<file path="config.mk">
export PLATFORM = sky130hd
export DESIGN_NAME = cpp_top
export DESIGN_NICKNAME = d
export VERILOG_FILES = /design/src/include/cpp_pkg.sv /design/src/hw/cpp_top.sv /design/src/hw/cpp_sync.sv /design/src/hw/cpp_store.sv
export SDC_FILE = /design/constraint.sdc
export NUM_CORES = 2
export LEC_CHECK = 0
export BUFFER_PORTS_ARGS = -buffer_cell sky130_fd_sc_hd__buf_2
export CAP_MARGIN = 15
export CORE_MARGIN = 1
export CORE_UTILIZATION = 30
export DETAILED_ROUTE_END_ITERATION = 8
export GPL_ROUTABILITY_DRIVEN = 0
export MAX_ROUTING_LAYER = met4
export PLACE_DENSITY_LB_ADDON = 0.05
export RECOVER_POWER = 100
export SYNTH_ARGS = -nofsm -noshare
export SYNTH_HDL_FRONTEND = slang
export SYNTH_SLANG_ARGS = --single-unit
</file>
<file path="constraint.sdc">
create_clock -name CORE_CLK -period 6.3 [get_ports CORE_CLK]
set_input_delay 0.63 -clock CORE_CLK [delete_from_list [all_inputs] [get_ports CORE_CLK]]
set_output_delay 0.63 -clock CORE_CLK [all_outputs]
set_load 0.02 [all_outputs]
</file>
<file path="src/include/cpp_pkg.sv">
`default_nettype none
package cpp_pkg;
  localparam int          CLK_PERIOD_NS    = 100;
  localparam int          RST_PULSE_NS     = 1000;
  localparam int          RST_PULSE_CYCLES = (RST_PULSE_NS + CLK_PERIOD_NS - 1) / CLK_PERIOD_NS;
  localparam int          RST_CNT_W        = 8;
  localparam logic [7:0]  RST_PULSE_LEN    = RST_CNT_W'(RST_PULSE_CYCLES);

  localparam int          FRAME_W          = 20;
  localparam int          AREA_W           = 3;
  localparam int          ADDR_W           = 5;
  localparam int          DATA_W           = 8;
  localparam logic [2:0]  OPT_AREA         = 3'h4;
  localparam logic [7:0]  ERASED_BYTE      = 8'hFF;

  localparam logic [11:0] CTRL_OFS         = 12'h000;
  localparam logic [11:0] DOUT_OFS         = 12'h004;
  localparam logic [11:0] STATUS_OFS       = 12'h008;
  localparam logic [11:0] PINS_OFS         = 12'h00C;
  localparam logic [11:0] LASTRD_OFS       = 12'h010;

  localparam int          CTRL_W           = 3;
  localparam int          CTRL_JTAG_EN     = 0;
  localparam int          CTRL_DATA_OE     = 1;
  localparam int          CTRL_CASC_LVL    = 2;
  localparam logic [2:0]  CTRL_RESET       = 3'h1;

  localparam int          STAT_ISP         = 0;
  localparam int          STAT_UNLOCK      = 1;
  localparam int          STAT_RP_LSB      = 4;
  localparam int          STAT_WP_LSB      = 8;
  localparam int          STAT_RD_REF      = 16;
  localparam int          STAT_WR_REF      = 17;

  typedef enum logic [3:0] {
    OP_NOP          = 4'h0,
    OP_ISP_ENTER    = 4'h1,
    OP_ISP_EXIT     = 4'h2,
    OP_AREA_ERASE   = 4'h3,
    OP_PROGRAM      = 4'h4,
    OP_READ         = 4'h5,
    OP_SET_RP       = 4'h6,
    OP_SET_WP       = 4'h7,
    OP_ERASE_UNLOCK = 4'h8
  } cpp_op_type;

  typedef struct packed {
    cpp_op_type  op;
    logic [2:0]  area;
    logic [4:0]  addr;
    logic [7:0]  data;
  } cpp_cmd_type;

  typedef struct packed {
    logic        cfg_clk;
    logic        chip_en_n;
    logic        config_request_pin_n;
    logic        oe_rst;
    logic        busy;
    logic        external_select_enable;
    logic [1:0]  revision_select;
  } cpp_pins_type;

  localparam int          PINS_W           = $bits(cpp_pins_type);
endpackage
`default_nettype wire

</file>
<file path="src/hw/cpp_top.sv">
// Overview of operation
// - the device is programmed over the four-wire test port, alone or in a daisy chain.
// - the cascade enable output is held high while programming mode is active.
// - the data and output-enable/reset outputs are released to high impedance while programming mode is active; the test-port output stays driven.
// - all non test-port pin inputs are frozen and ignored while programming mode is active; the APB bus stays live.
// - the serial variant pulses the output-enable/reset pin low when programming ends.
// - a set read lock refuses read and verify of the stored pattern.
// - a read lock alone never blocks program or erase.
// - the serial variant has one device-wide read lock cleared only by a device erase.
// - the parallel variant has one read lock per revision cleared by erasing that revision.
// - a write lock on a revision or the option area blocks program and erase there.
// - erasing a write-locked area clears its write lock.
// - an erase of a write-locked area is accepted only after the unlock instruction.
// - read and write lock together block read, program and erase of a revision.
`timescale 1ns/1ps
`default_nettype none
module cpp_top #(
  parameter logic SERIAL_ONLY = 1'b0,
  parameter int   NUM_REV     = 4,
  parameter int   DEPTH       = 32
) (
  input  wire logic        CORE_CLK,
  input  wire logic        RST_N,
  input  wire logic        PSEL,
  input  wire logic        PENABLE,
  input  wire logic        PWRITE,
  input  wire logic [11:0] PADDR,
  input  wire logic [31:0] PWDATA,
  output logic      [31:0] PRDATA,
  output logic             PREADY,
  output logic             PSLVERR,
  input  wire logic        TCK,
  input  wire logic        TMS,
  input  wire logic        TDI,
  output logic             TDO,
  input  wire logic        CFG_CLK,
  input  wire logic        CHIP_EN_N,
  input  wire logic        CONFIG_REQUEST_PIN_N,
  input  wire logic        OE_RST_I,
  output logic             OE_RST_O,
  output logic             OE_RST_OEN,
  input  wire logic        BUSY,
  input  wire logic        EXTERNAL_SELECT_ENABLE,
  input  wire logic [1:0]  REVISION_SELECT,
  output logic      [7:0]  DATA_O,
  output logic             DATA_OEN,
  output logic             CASCADE_ENABLE_OUT
);
  import cpp_pkg::*;

  logic [2:0]          jt_s;
  cpp_pins_type        pins_s, pins_q, pins_d;
  logic                tck_prev_q, tck_prev_d, tck_rise;
  logic [FRAME_W-1:0]  shift_q, shift_d;
  logic                tdo_q, tdo_d, armed_q, armed_d;
  logic                cmd_valid_q, cmd_valid_d, load_rd_q, load_rd_d;
  cpp_cmd_type         cmd_q, cmd_d;
  logic                st_valid;
  logic [7:0]          rdata;
  logic                rd_refused, wr_refused, unlock;
  logic [NUM_REV-1:0]  rp;
  logic [NUM_REV:0]    wp;
  logic                isp_q, isp_d, exit_fire;
  logic [RST_CNT_W-1:0] rst_cnt_q, rst_cnt_d;
  logic                oen_q, oen_d, casc_q, casc_d, data_oen_q, data_oen_d;
  logic [CTRL_W-1:0]   ctrl_q, ctrl_d;
  logic [7:0]          dout_q, dout_d, last_rd_q, last_rd_d;
  logic                rd_seen_q, rd_seen_d, wr_seen_q, wr_seen_d;
  logic                pready_q, pready_d, pslverr_q, pslverr_d, apb_wr;
  logic [31:0]         prdata_q, prdata_d, status;

  cpp_sync #(.W(3)) u_jtag_sync (
    .clk    (CORE_CLK),
    .rst_n  (RST_N),
    .d      ({TCK, TMS, TDI}),
    .sync_q (jt_s)
  );

  cpp_sync #(.W(PINS_W)) u_pin_sync (
    .clk    (CORE_CLK),
    .rst_n  (RST_N),
    .d      ({CFG_CLK, CHIP_EN_N, CONFIG_REQUEST_PIN_N, OE_RST_I, BUSY,
              EXTERNAL_SELECT_ENABLE, REVISION_SELECT}),
    .sync_q (pins_s)
  );

  cpp_store #(.NUM_REV(NUM_REV), .DEPTH(DEPTH)) u_store (
    .clk          (CORE_CLK),
    .rst_n        (RST_N),
    .cmd_valid    (st_valid),
    .cmd          (cmd_q),
    .serial_only  (SERIAL_ONLY),
    .rdata_q      (rdata),
    .rd_refused_q (rd_refused),
    .wr_refused_q (wr_refused),
    .rp_q         (rp),
    .wp_q         (wp),
    .unlock_q     (unlock)
  );

  // test-port frame: tms low shifts tdi in lsb first, the first tms-high rise executes;
  // the frame register doubles as the chain path so devices can be daisy chained
  always_comb begin
    tck_rise    = jt_s[2] && !tck_prev_q;
    tck_prev_d  = jt_s[2];
    shift_d     = shift_q;
    tdo_d       = tdo_q;
    armed_d     = armed_q;
    cmd_valid_d = 1'b0;
    cmd_d       = cmd_q;
    load_rd_d   = cmd_valid_q && isp_q && cmd_q.op == OP_READ;
    if (load_rd_q) begin
      shift_d[DATA_W-1:0] = rdata;
    end
    if (tck_rise && ctrl_q[CTRL_JTAG_EN]) begin
      if (jt_s[1]) begin
        if (armed_q) begin
          cmd_valid_d = 1'b1;
          cmd_d = cpp_cmd_type'(shift_q);
          armed_d = 1'b0;
        end
      end else begin
        shift_d = {jt_s[0], shift_q[FRAME_W-1:1]};
        tdo_d = shift_q[0];
        armed_d = 1'b1;
      end
    end
  end

  always_ff @(posedge CORE_CLK) begin
    if (!RST_N) begin
      tck_prev_q <= 1'b0;
      shift_q <= '0;
      tdo_q <= 1'b0;
      armed_q <= 1'b0;
      cmd_valid_q <= 1'b0;
      cmd_q <= '0;
      load_rd_q <= 1'b0;
    end else begin
      tck_prev_q <= tck_prev_d;
      shift_q <= shift_d;
      tdo_q <= tdo_d;
      armed_q <= armed_d;
      cmd_valid_q <= cmd_valid_d;
      cmd_q <= cmd_d;
      load_rd_q <= load_rd_d;
    end
  end

  // memory operations only run inside programming mode
  assign st_valid = cmd_valid_q && isp_q && cmd_q.op != OP_ISP_ENTER && cmd_q.op != OP_ISP_EXIT;

  always_comb begin
    exit_fire  = cmd_valid_q && isp_q && cmd_q.op == OP_ISP_EXIT;
    isp_d      = isp_q;
    rst_cnt_d  = (rst_cnt_q != '0) ? rst_cnt_q - 1'b1 : rst_cnt_q;
    if (cmd_valid_q && cmd_q.op == OP_ISP_ENTER) begin
      isp_d = 1'b1;
    end
    if (exit_fire) begin
      isp_d = 1'b0;
      if (SERIAL_ONLY) begin
        rst_cnt_d = RST_PULSE_LEN;
      end
    end
    oen_d      = rst_cnt_d == '0;
    casc_d     = isp_q ? 1'b1 : ctrl_q[CTRL_CASC_LVL];
    // clamp-free choice: every data pin simply floats while programming
    data_oen_d = isp_q || !ctrl_q[CTRL_DATA_OE] || pins_s.chip_en_n;
    pins_d     = isp_q ? pins_q : pins_s;
  end

  always_ff @(posedge CORE_CLK) begin
    if (!RST_N) begin
      isp_q <= 1'b0;
      rst_cnt_q <= '0;
      oen_q <= 1'b1;
      casc_q <= 1'b0;
      data_oen_q <= 1'b1;
      pins_q <= '0;
    end else begin
      isp_q <= isp_d;
      rst_cnt_q <= rst_cnt_d;
      oen_q <= oen_d;
      casc_q <= casc_d;
      data_oen_q <= data_oen_d;
      pins_q <= pins_d;
    end
  end

  // one wait state: pready rises in the second access cycle, writes land on the edge that ends it
  always_comb begin
    status                            = '0;
    status[STAT_ISP]                  = isp_q;
    status[STAT_UNLOCK]               = unlock;
    status[STAT_RP_LSB +: NUM_REV]    = rp;
    status[STAT_WP_LSB +: NUM_REV+1]  = wp;
    status[STAT_RD_REF]               = rd_seen_q;
    status[STAT_WR_REF]               = wr_seen_q;
    pready_d  = PSEL && PENABLE && !pready_q;
    apb_wr    = PSEL && PENABLE && pready_q && PWRITE;
    prdata_d  = prdata_q;
    pslverr_d = pslverr_q;
    ctrl_d    = ctrl_q;
    dout_d    = dout_q;
    rd_seen_d = rd_seen_q;
    wr_seen_d = wr_seen_q;
    last_rd_d = load_rd_q ? rdata : last_rd_q;
    if (pready_d) begin
      prdata_d = '0;
      pslverr_d = 1'b0;
      unique case (PADDR)
        CTRL_OFS:   prdata_d[CTRL_W-1:0] = ctrl_q;
        DOUT_OFS:   prdata_d[7:0] = dout_q;
        STATUS_OFS: prdata_d = status;
        PINS_OFS:   prdata_d[PINS_W-1:0] = pins_q;
        LASTRD_OFS: prdata_d[7:0] = last_rd_q;
        default:    pslverr_d = 1'b1;
      endcase
    end
    if (apb_wr && PADDR == CTRL_OFS) begin
      ctrl_d = PWDATA[CTRL_W-1:0];
    end
    if (apb_wr && PADDR == DOUT_OFS) begin
      dout_d = PWDATA[7:0];
    end
    if (apb_wr && PADDR == STATUS_OFS && PWDATA[STAT_RD_REF]) begin
      rd_seen_d = 1'b0;
    end
    if (apb_wr && PADDR == STATUS_OFS && PWDATA[STAT_WR_REF]) begin
      wr_seen_d = 1'b0;
    end
    // a refusal in the clearing cycle must survive
    if (rd_refused) begin
      rd_seen_d = 1'b1;
    end
    if (wr_refused) begin
      wr_seen_d = 1'b1;
    end
  end

  always_ff @(posedge CORE_CLK) begin
    if (!RST_N) begin
      pready_q <= 1'b0;
      pslverr_q <= 1'b0;
      prdata_q <= '0;
      ctrl_q <= CTRL_RESET;
      dout_q <= '0;
      rd_seen_q <= 1'b0;
      wr_seen_q <= 1'b0;
      last_rd_q <= '0;
    end else begin
      pready_q <= pready_d;
      pslverr_q <= pslverr_d;
      prdata_q <= prdata_d;
      ctrl_q <= ctrl_d;
      dout_q <= dout_d;
      rd_seen_q <= rd_seen_d;
      wr_seen_q <= wr_seen_d;
      last_rd_q <= last_rd_d;
    end
  end

  assign PRDATA             = prdata_q;
  assign PREADY             = pready_q;
  assign PSLVERR            = pslverr_q;
  assign TDO                = tdo_q;
  assign OE_RST_O           = 1'b0;
  assign OE_RST_OEN         = oen_q;
  assign DATA_O             = dout_q;
  assign DATA_OEN           = data_oen_q;
  assign CASCADE_ENABLE_OUT = casc_q;

  logic [RST_CNT_W-1:0] low_cnt_q;
  always_ff @(posedge CORE_CLK) begin
    if (!RST_N || OE_RST_OEN) low_cnt_q <= '0;
    else low_cnt_q <= low_cnt_q + 1'b1;
  end
endmodule
`default_nettype wire

</file>
<file path="src/hw/cpp_sync.sv">
`timescale 1ns/1ps
`default_nettype none
module cpp_sync #(
  parameter int W = 1
) (
  input  wire logic         clk,
  input  wire logic         rst_n,
  input  wire logic [W-1:0] d,
  output logic      [W-1:0] sync_q
);
  logic [W-1:0] meta_q;
  logic [W-1:0] meta_d;
  logic [W-1:0] sync_d;

  always_comb begin
    meta_d = d;
    sync_d = meta_q;
  end

  always_ff @(posedge clk) begin
    if (!rst_n) begin
      meta_q <= '0;
      sync_q <= '0;
    end else begin
      meta_q <= meta_d;
      sync_q <= sync_d;
    end
  end
endmodule
`default_nettype wire

</file>
<file path="src/hw/cpp_store.sv">
`timescale 1ns/1ps
`default_nettype none
module cpp_store #(
  parameter int NUM_REV = 4,
  parameter int DEPTH   = 32
) (
  input  wire logic                clk,
  input  wire logic                rst_n,
  input  wire logic                cmd_valid,
  input  wire cpp_pkg::cpp_cmd_type cmd,
  input  wire logic                serial_only,
  output logic [7:0]               rdata_q,
  output logic                     rd_refused_q,
  output logic                     wr_refused_q,
  output logic [NUM_REV-1:0]       rp_q,
  output logic [NUM_REV:0]         wp_q,
  output logic                     unlock_q
);
  import cpp_pkg::*;
  localparam int REV_W = $clog2(NUM_REV);
  localparam int IDX_W = REV_W + ADDR_W;

  logic [7:0]         mem [NUM_REV*DEPTH];
  logic [7:0]         opt_q, opt_d, rdata_d;
  logic               rd_refused_d, wr_refused_d, unlock_d;
  logic [NUM_REV-1:0] rp_d;
  logic [NUM_REV:0]   wp_d;
  logic [REV_W-1:0]   rev;
  logic [IDX_W-1:0]   idx;
  logic               valid_rev, is_opt, in_wp, rp_hit, wp_hit;
  logic               erase_all, erase_rev, prog_we;

  always_comb begin
    rev       = cmd.area[REV_W-1:0];
    idx       = {rev, cmd.addr};
    valid_rev = 32'(cmd.area) < NUM_REV;
    is_opt    = cmd.area == OPT_AREA;
    in_wp     = valid_rev || is_opt;
    // single device-wide read lock on the serial variant
    rp_hit    = serial_only ? rp_q[0] : (valid_rev && rp_q[rev]);
    wp_hit    = !serial_only && in_wp && wp_q[cmd.area];
    rdata_d = rdata_q;
    rd_refused_d = 1'b0;
    wr_refused_d = 1'b0;
    opt_d = opt_q;
    rp_d = rp_q;
    wp_d = wp_q;
    unlock_d = unlock_q;
    erase_all = 1'b0;
    erase_rev = 1'b0;
    prog_we = 1'b0;
    if (cmd_valid) begin
      unique case (cmd.op)
        OP_READ: begin
          if (rp_hit) begin
            rd_refused_d = 1'b1;
            rdata_d = '0;
          end else if (valid_rev) begin
            rdata_d = mem[idx];
          end else if (is_opt) begin
            rdata_d = opt_q;
          end else begin
            rd_refused_d = 1'b1;
            rdata_d = '0;
          end
        end
        OP_PROGRAM: begin
          // read lock alone never stops writing
          if (wp_hit || !in_wp) begin
            wr_refused_d = 1'b1;
          end else if (valid_rev) begin
            prog_we = 1'b1;
          end else begin
            opt_d = opt_q & cmd.data;
          end
        end
        OP_AREA_ERASE: begin
          if ((wp_hit && !unlock_q) || !in_wp) begin
            wr_refused_d = 1'b1;
          end else begin
            unlock_d = 1'b0;
            if (serial_only) begin
              erase_all = 1'b1;
              rp_d = '0;
            end else if (valid_rev) begin
              erase_rev = 1'b1;
              rp_d[rev] = 1'b0;
              wp_d[cmd.area] = 1'b0;
            end else begin
              opt_d = ERASED_BYTE;
              wp_d[OPT_AREA] = 1'b0;
            end
          end
        end
        OP_SET_RP: begin
          if (wp_hit || !valid_rev) begin
            wr_refused_d = 1'b1;
          end else begin
            rp_d[serial_only ? '0 : rev] = 1'b1;
          end
        end
        OP_SET_WP: begin
          if (serial_only || !in_wp) begin
            wr_refused_d = 1'b1;
          end else begin
            wp_d[cmd.area] = 1'b1;
          end
        end
        OP_ERASE_UNLOCK: unlock_d = 1'b1;
        default: ;
      endcase
    end
  end

  always_ff @(posedge clk) begin
    if (!rst_n) begin
      rdata_q <= '0;
      rd_refused_q <= 1'b0;
      wr_refused_q <= 1'b0;
      opt_q <= ERASED_BYTE;
      rp_q <= '0;
      wp_q <= '0;
      unlock_q <= 1'b0;
    end else begin
      rdata_q <= rdata_d;
      rd_refused_q <= rd_refused_d;
      wr_refused_q <= wr_refused_d;
      opt_q <= opt_d;
      rp_q <= rp_d;
      wp_q <= wp_d;
      unlock_q <= unlock_d;
    end
  end

  // flash cells only clear on program; erase is the only way back to ones
  always_ff @(posedge clk) begin
    if (erase_all) begin
      for (int i = 0; i < NUM_REV*DEPTH; i++) mem[i] <= ERASED_BYTE;
    end else if (erase_rev) begin
      for (int j = 0; j < DEPTH; j++) mem[{rev, ADDR_W'(j)}] <= ERASED_BYTE;
    end else if (prog_we) begin
      mem[idx] <= mem[idx] & cmd.data;
    end
  end
endmodule
`default_nettype wire

</file>
Word-level counts from Yosys, hierarchy flattened:

Memory sizes are Yosys's and may differ from the RTL's. A register that Yosys moved wholly into a read port is not among the register bits.
Cells that the tools add are included.

* add/sub/neg operators: 1
* magnitude comparators: 5
* equality and inequality tests: 22
* multiplexer cells: 67
* bitwise operators: 10
* reductions and logical operators: 57

Operators with widths (count)
* $mux W8: 12
* $mux W1: 34
* $eq A12 B4 Y1 const B: 2
* $logic_and A1 B1 Y1: 22
* $mux W7: 3
* $pmux W5 S4: 1
* $and A8 B8 Y8: 2
* $eq A4 B3 Y1 const B: 4
* $mux W4: 4
* $pmux W8 S2: 1
* $pmux W3 S5: 1
* $eq A12 B3 Y1 const B: 1
* $eq A12 B5 Y1 const B: 1
* $logic_not A12 Y1: 1
* $reduce_and A3 Y1: 4
* $reduce_bool A2 Y1: 6
* $mux W10: 1
* $mux W5: 2
* $ne A2 B2 Y1 const B: 5
* $pmux W5 S2: 1
* $reduce_and A5 Y1: 2
* $eq A4 B2 Y1 const B: 2
* $logic_not A8 Y1: 1
* $pmux W4 S2: 1
* other kinds (34): 48

* register bits after elaboration: 170
* bits in writable memories: 1024
* bits of input ports: 60
* output and inout port bits: 47
* memories kept: 1

Memory list
* u_store.mem: depth 128, width 8, read ports 1, clocked after memory_dff 1, wr ports 32, RTL line cpp_store.sv:23 `logic [7:0] mem [NUM_REV*DEPTH];`

Logic depth before layout (Yosys ltp):

* depth in word-level cells: 12
* depth in mapped cells: 11
* gate-level depth less buffers: 7

By module:

Synthesis repeated with hierarchy kept, for this count alone.

* cells, all modules: 4309
* area total of the unflattened synthesis: 51822.2 µm²

Modules (own cells, without submodules)
* cpp_store: times used 1, cells each 3765, area an instance 46829.9 µm², seq. area each 31310.0 µm²
* cpp_top: times used 1, cells each 499, area an instance 4388.0 µm², seq. area each 2062.0 µm²
* cpp_sync (u_pin_sync): times used 1, cells each 33, area an instance 446.7 µm², seq. area each 320.3 µm²
* cpp_sync (u_jtag_sync): times used 1, cells each 12, area an instance 157.7 µm², seq. area each 120.1 µm²

Worst setup path after synthesis:

No wires, ideal clock.

* path type: register to register
* start point: register cmd_q[13] in the netlist's numbering
* end point: memory u_store.mem[104][0] (enable)
* setup time: 0.384 ns
* data arrival time: 2.553 ns
* setup slack: 3.363 ns
* stages on the path, launching flop included: 8
* buffers on the path: 3
* period minus slack after synthesis: 2.937 ns
* cells stage by stage: dfxtp_1 > buf_2 > mux4_2 > nor3b_2 > buf_2 > nand3_1 > clkbuf_1 > o21ai_0

RTL lines
* start, declared: RTL line cpp_top.sv:57 `cpp_cmd_type cmd_q, cmd_d;`
* start signal, assigned: RTL line cpp_top.sv:145 `cmd_q <= cmd_d;`
* end, declared: RTL line cpp_store.sv:23

==> metrics.md <==
| Metric | Value |
|---|---|
| Status | finished, violations left |
| Failing checks | capacitance limit, slew limit |
| Nets@finish | 4415 |
| Clk sink count | 1184 |
| Root Buffer | clkbuf_16 |
| Initial antenna violation count | 9 |
| Detailed Routing Iterations Pass 1 | 5 |
| Layout cells sized above 1 | 8.30% |
| Top delay family on crit path | compound AO/OA/AOI/OAI gates |
| CP Data Arrival Time | 5.87 ns |
| Global-route wire length before repair | 269000 um |
| Top Ports | 107 |
| H-tree depth | 4 |
| CTS tree | done |
| Buf/Inv on CP | 2 |
| Clock Skew | 0.0271 ns |
| Leak | 19.9 nW |
| Most frequent cells in the layout | o21ai_0, edfxtp_1, mux2i_1 |
| Slew Viols, Final | 222 |
| Met1 global-route usage | 28.5% |
| Core ar. | 178000 um2 |
| Netlist Area Pre-Place | 53800 um2 |
| Critical path capture point type | flop |
| Clock-pin slew on the worst setup and hold paths | 0.06 ns |
| Startpoint Class | flop |
| Slowest-stage cell, CP | o41ai_1 |
| Actual slew at the worst max-slew pin | 2.92 ns |
| Final setup viols | 0 |
| CTS buffer count | 147 |
| Hold WS | 0.0685 ns |
| Clock Path Buffers | 3 |
| Die H | 426 um |
| Fill count | 17800 |
| Die width | 426 um |
| GRT Util Overall | 21.2% |
| Post-CTS setup buffer count | 0 |
| CP Class | reg -> reg |
| DRC viols | 0 |
| Vias per inst | 5.32 |
| Crit path max fanout | 44 |
| Vias after detailed routing | 36300 |
| Drt total wl | 189000 um |
| Std-Cell Rows | 155 |
| Required time at the worst-slack endpoint | 6.92 ns |
| Dpl hpwl | 109000 um |
| DRC violation total after the first TritonRoute iteration | 2592 |
| Maxcap violations | 12 |
| Period utilization | 83.3% |
| Initial core utilization | 30.2% |
| Register area share after synthesis | 63.1% |
| GR met3 Demand/Resource | 2.61% |
| Antenna-violating nets left | 0 |
| Post-synth ARST share | 0% |
| Crit-path cells | buf_4 -> mux2i_1 -> a22oi_1 -> a21oi_1 -> o41ai_1 -> nand4_1 -> buf_4 -> o21ai_0 |
| Largest net degree at the start of global routing | 128 |
| Max Clock Freq | 191 MHz |
| RSZ-0062 raised after global routing | false |
| Peak VDD IR | 0.000250 V |
| Vias in the first global route | 36700 |
| CP peak stage delay | 1.68 ns |
| GRT met2 Usage | 33.6% |
| Setup TNS | 0 ns |
| Endpoints failing hold | 0 |
| Commonest non-fill, non-tap cell in the layout | o21ai_0 |
| Max-slew headroom | -94.7% |
| Post-synthesis cell type count | 58 |
| Grt ovf | 0 |
| Synth Warn # | 0 |
| Post-synth EDFFs | 1024 |
| Fin crit period | 5.25 ns |
| Synthesized flop and latch total | 1184 |
| Main flop type after synthesis | edfxtp_1 |
| Drt wl/cell | 27.6 um |
| Syn Area/Cell | 12.2 um2 |
| Most common cell on crit path | buf_4 |
| Cells after synthesis | 4399 |
| Clk_lat worst skew | 0.80 ns |
| Power Density | 275 nW/um2 |
| Hold/Removal Path Class | in -> reg |
| Input/output buffers | 66 |
| Grt peak-use layer | met2 |
| Layout area overhead | 13.0% |
| Die area | 181000 um2 |
==> sequential cells by signal, indices dropped and copies added (netlist names), 3 cells and up, named ones only <==
register and flops:
cmd_q 20, rst_cnt_q 8, shift_q 20, u_store.rdata_q 8, u_store.mem 1024, DATA_O 8, PRDATA 15, u_jtag_sync.meta_q 3
u_pin_sync.sync_q 8, ctrl_q 3, pins_q 8, u_jtag_sync.sync_q 3, u_pin_sync.meta_q 8, u_store.opt_q 8, last_rd_q 8
==> cell families (layout without fill, tap and decap cells) <==
logic type	Yosys count	count (layout)	synth area share [%]
flip-flops	1184	1184	63.1
other	1	25	0.00697
AND/OR/NAND/NOR	453	453	4.09
AO/OA/AOI/OAI	1696	1696	17.7
multiplexers	561	561	10.5
XOR/XNOR	7	7	0.114
buffers and inverters	495	550	4.43
adder cells (fa/ha/maj)	2	2	0.0465
==> per-layer routing <==
layer,vias up,wire [um]
met2,821,89400
met3,248,7110
met4,0,4130
met5,-,0
met1,18600,88100
li1,16600,-
==> stage by stage <==
stage | setup slack (ns) | utilization, % | std cells | total power (W) | instance area [um2]
CTS | 1.78 | 34.4 | 6818 | 0.0169 | 61300
global placement | 1.85 | 31.7 | 6534 | 0.00865 | 56600
finish | 1.05 | 34.1 | 6833 | 0.0167 | 60800
floorplan | 3.36 | - | 4416 | 0.00864 | 53900
global route | 0.893 | 34.1 | 6827 | 0.0172 | 60800
detailed placement | 1.77 | 31.8 | 6544 | 0.00865 | 56700
==> area by class of cell <==
class                   instances  area [um2]  share of cell area [%]
flip-flops and latches       1184       34000                    55.8
inverters                      15        96.3                   0.158
multi-input cells            2737       17600                    28.9
well taps                    2355        2950                    4.84
diodes                          7        17.5                  0.0288
clock inverters                73         602                   0.989
clock buffers                 194        4000                    6.57
repair buffers                268        1670                    2.74
==> report_power, final <==
group	internal (W)	switching, W	total, W
Clock	0.00476	0.00350	0.00826
Combinational	0.0000328	0.0000475	0.0000803
Sequential	0.00840	0.00000612	0.00841
Total	0.0132	0.00355	0.0167
==> synth_stat cells, types with 3 or more instances <==
cell type	count	area share, %
buf_4	89	1.2
nor3_1	9	0.084
o21ai_0	217	2.0
a221oi_1	3	0.049
xor2_1	3	0.049
nand3_1	30	0.28
clkbuf_1	279	1.9
nor3b_1	7	0.098
xnor2_1	4	0.065
o211a_1	9	0.17
inv_1	15	0.10
o21a_1	3	0.042
and3_1	3	0.035
mux2_2	5	0.10
mux4_2	4	0.17
a21oi_1	140	1.3
nand2_1	129	0.90
nand4_1	9	0.10
a22oi_1	265	3.7
nor2b_1	39	0.45
buf_6	12	0.25
buf_2	81	0.75
o41ai_1	32	0.52
or3_1	4	0.046
nor2_2	28	0.33
nand3b_1	7	0.098
buf_1	19	0.13
a222oi_1	3	0.056
nor2_1	127	0.89
and2_1	37	0.43
mux2i_1	552	10
nand2b_1	6	0.070
a21o_1	3	0.042
edfxtp_1	1024	57
a21boi_0	43	0.60
o21ai_1	959	8.9
or2_2	4	0.046
dfxtp_1	160	6.0
o31ai_1	11	0.15
==> repair_timing <==
| action | CTS | global route |
|---|---|---|
| hold buffers | 7 | 0 |
| hold endpoints to repair | 7 | 0 |
| resized for setup | 0 | 0 |
==> worst paths after layout <==
path	from	endpoint	slack (ns)	depth (start not counted)
worst min register to register	ctrl_q[1]	DATA_OEN	0.43	1
worst max-delay path	flop	u_store.mem[32][0]	1.05	8
worst min-delay path	EXTERNAL_SELECT_ENABLE	u_pin_sync.meta_q[2]	0.07	2
worst max register to register	flop	u_store.mem[32][0]	1.05	8
(Power assumes the default switching activity.)
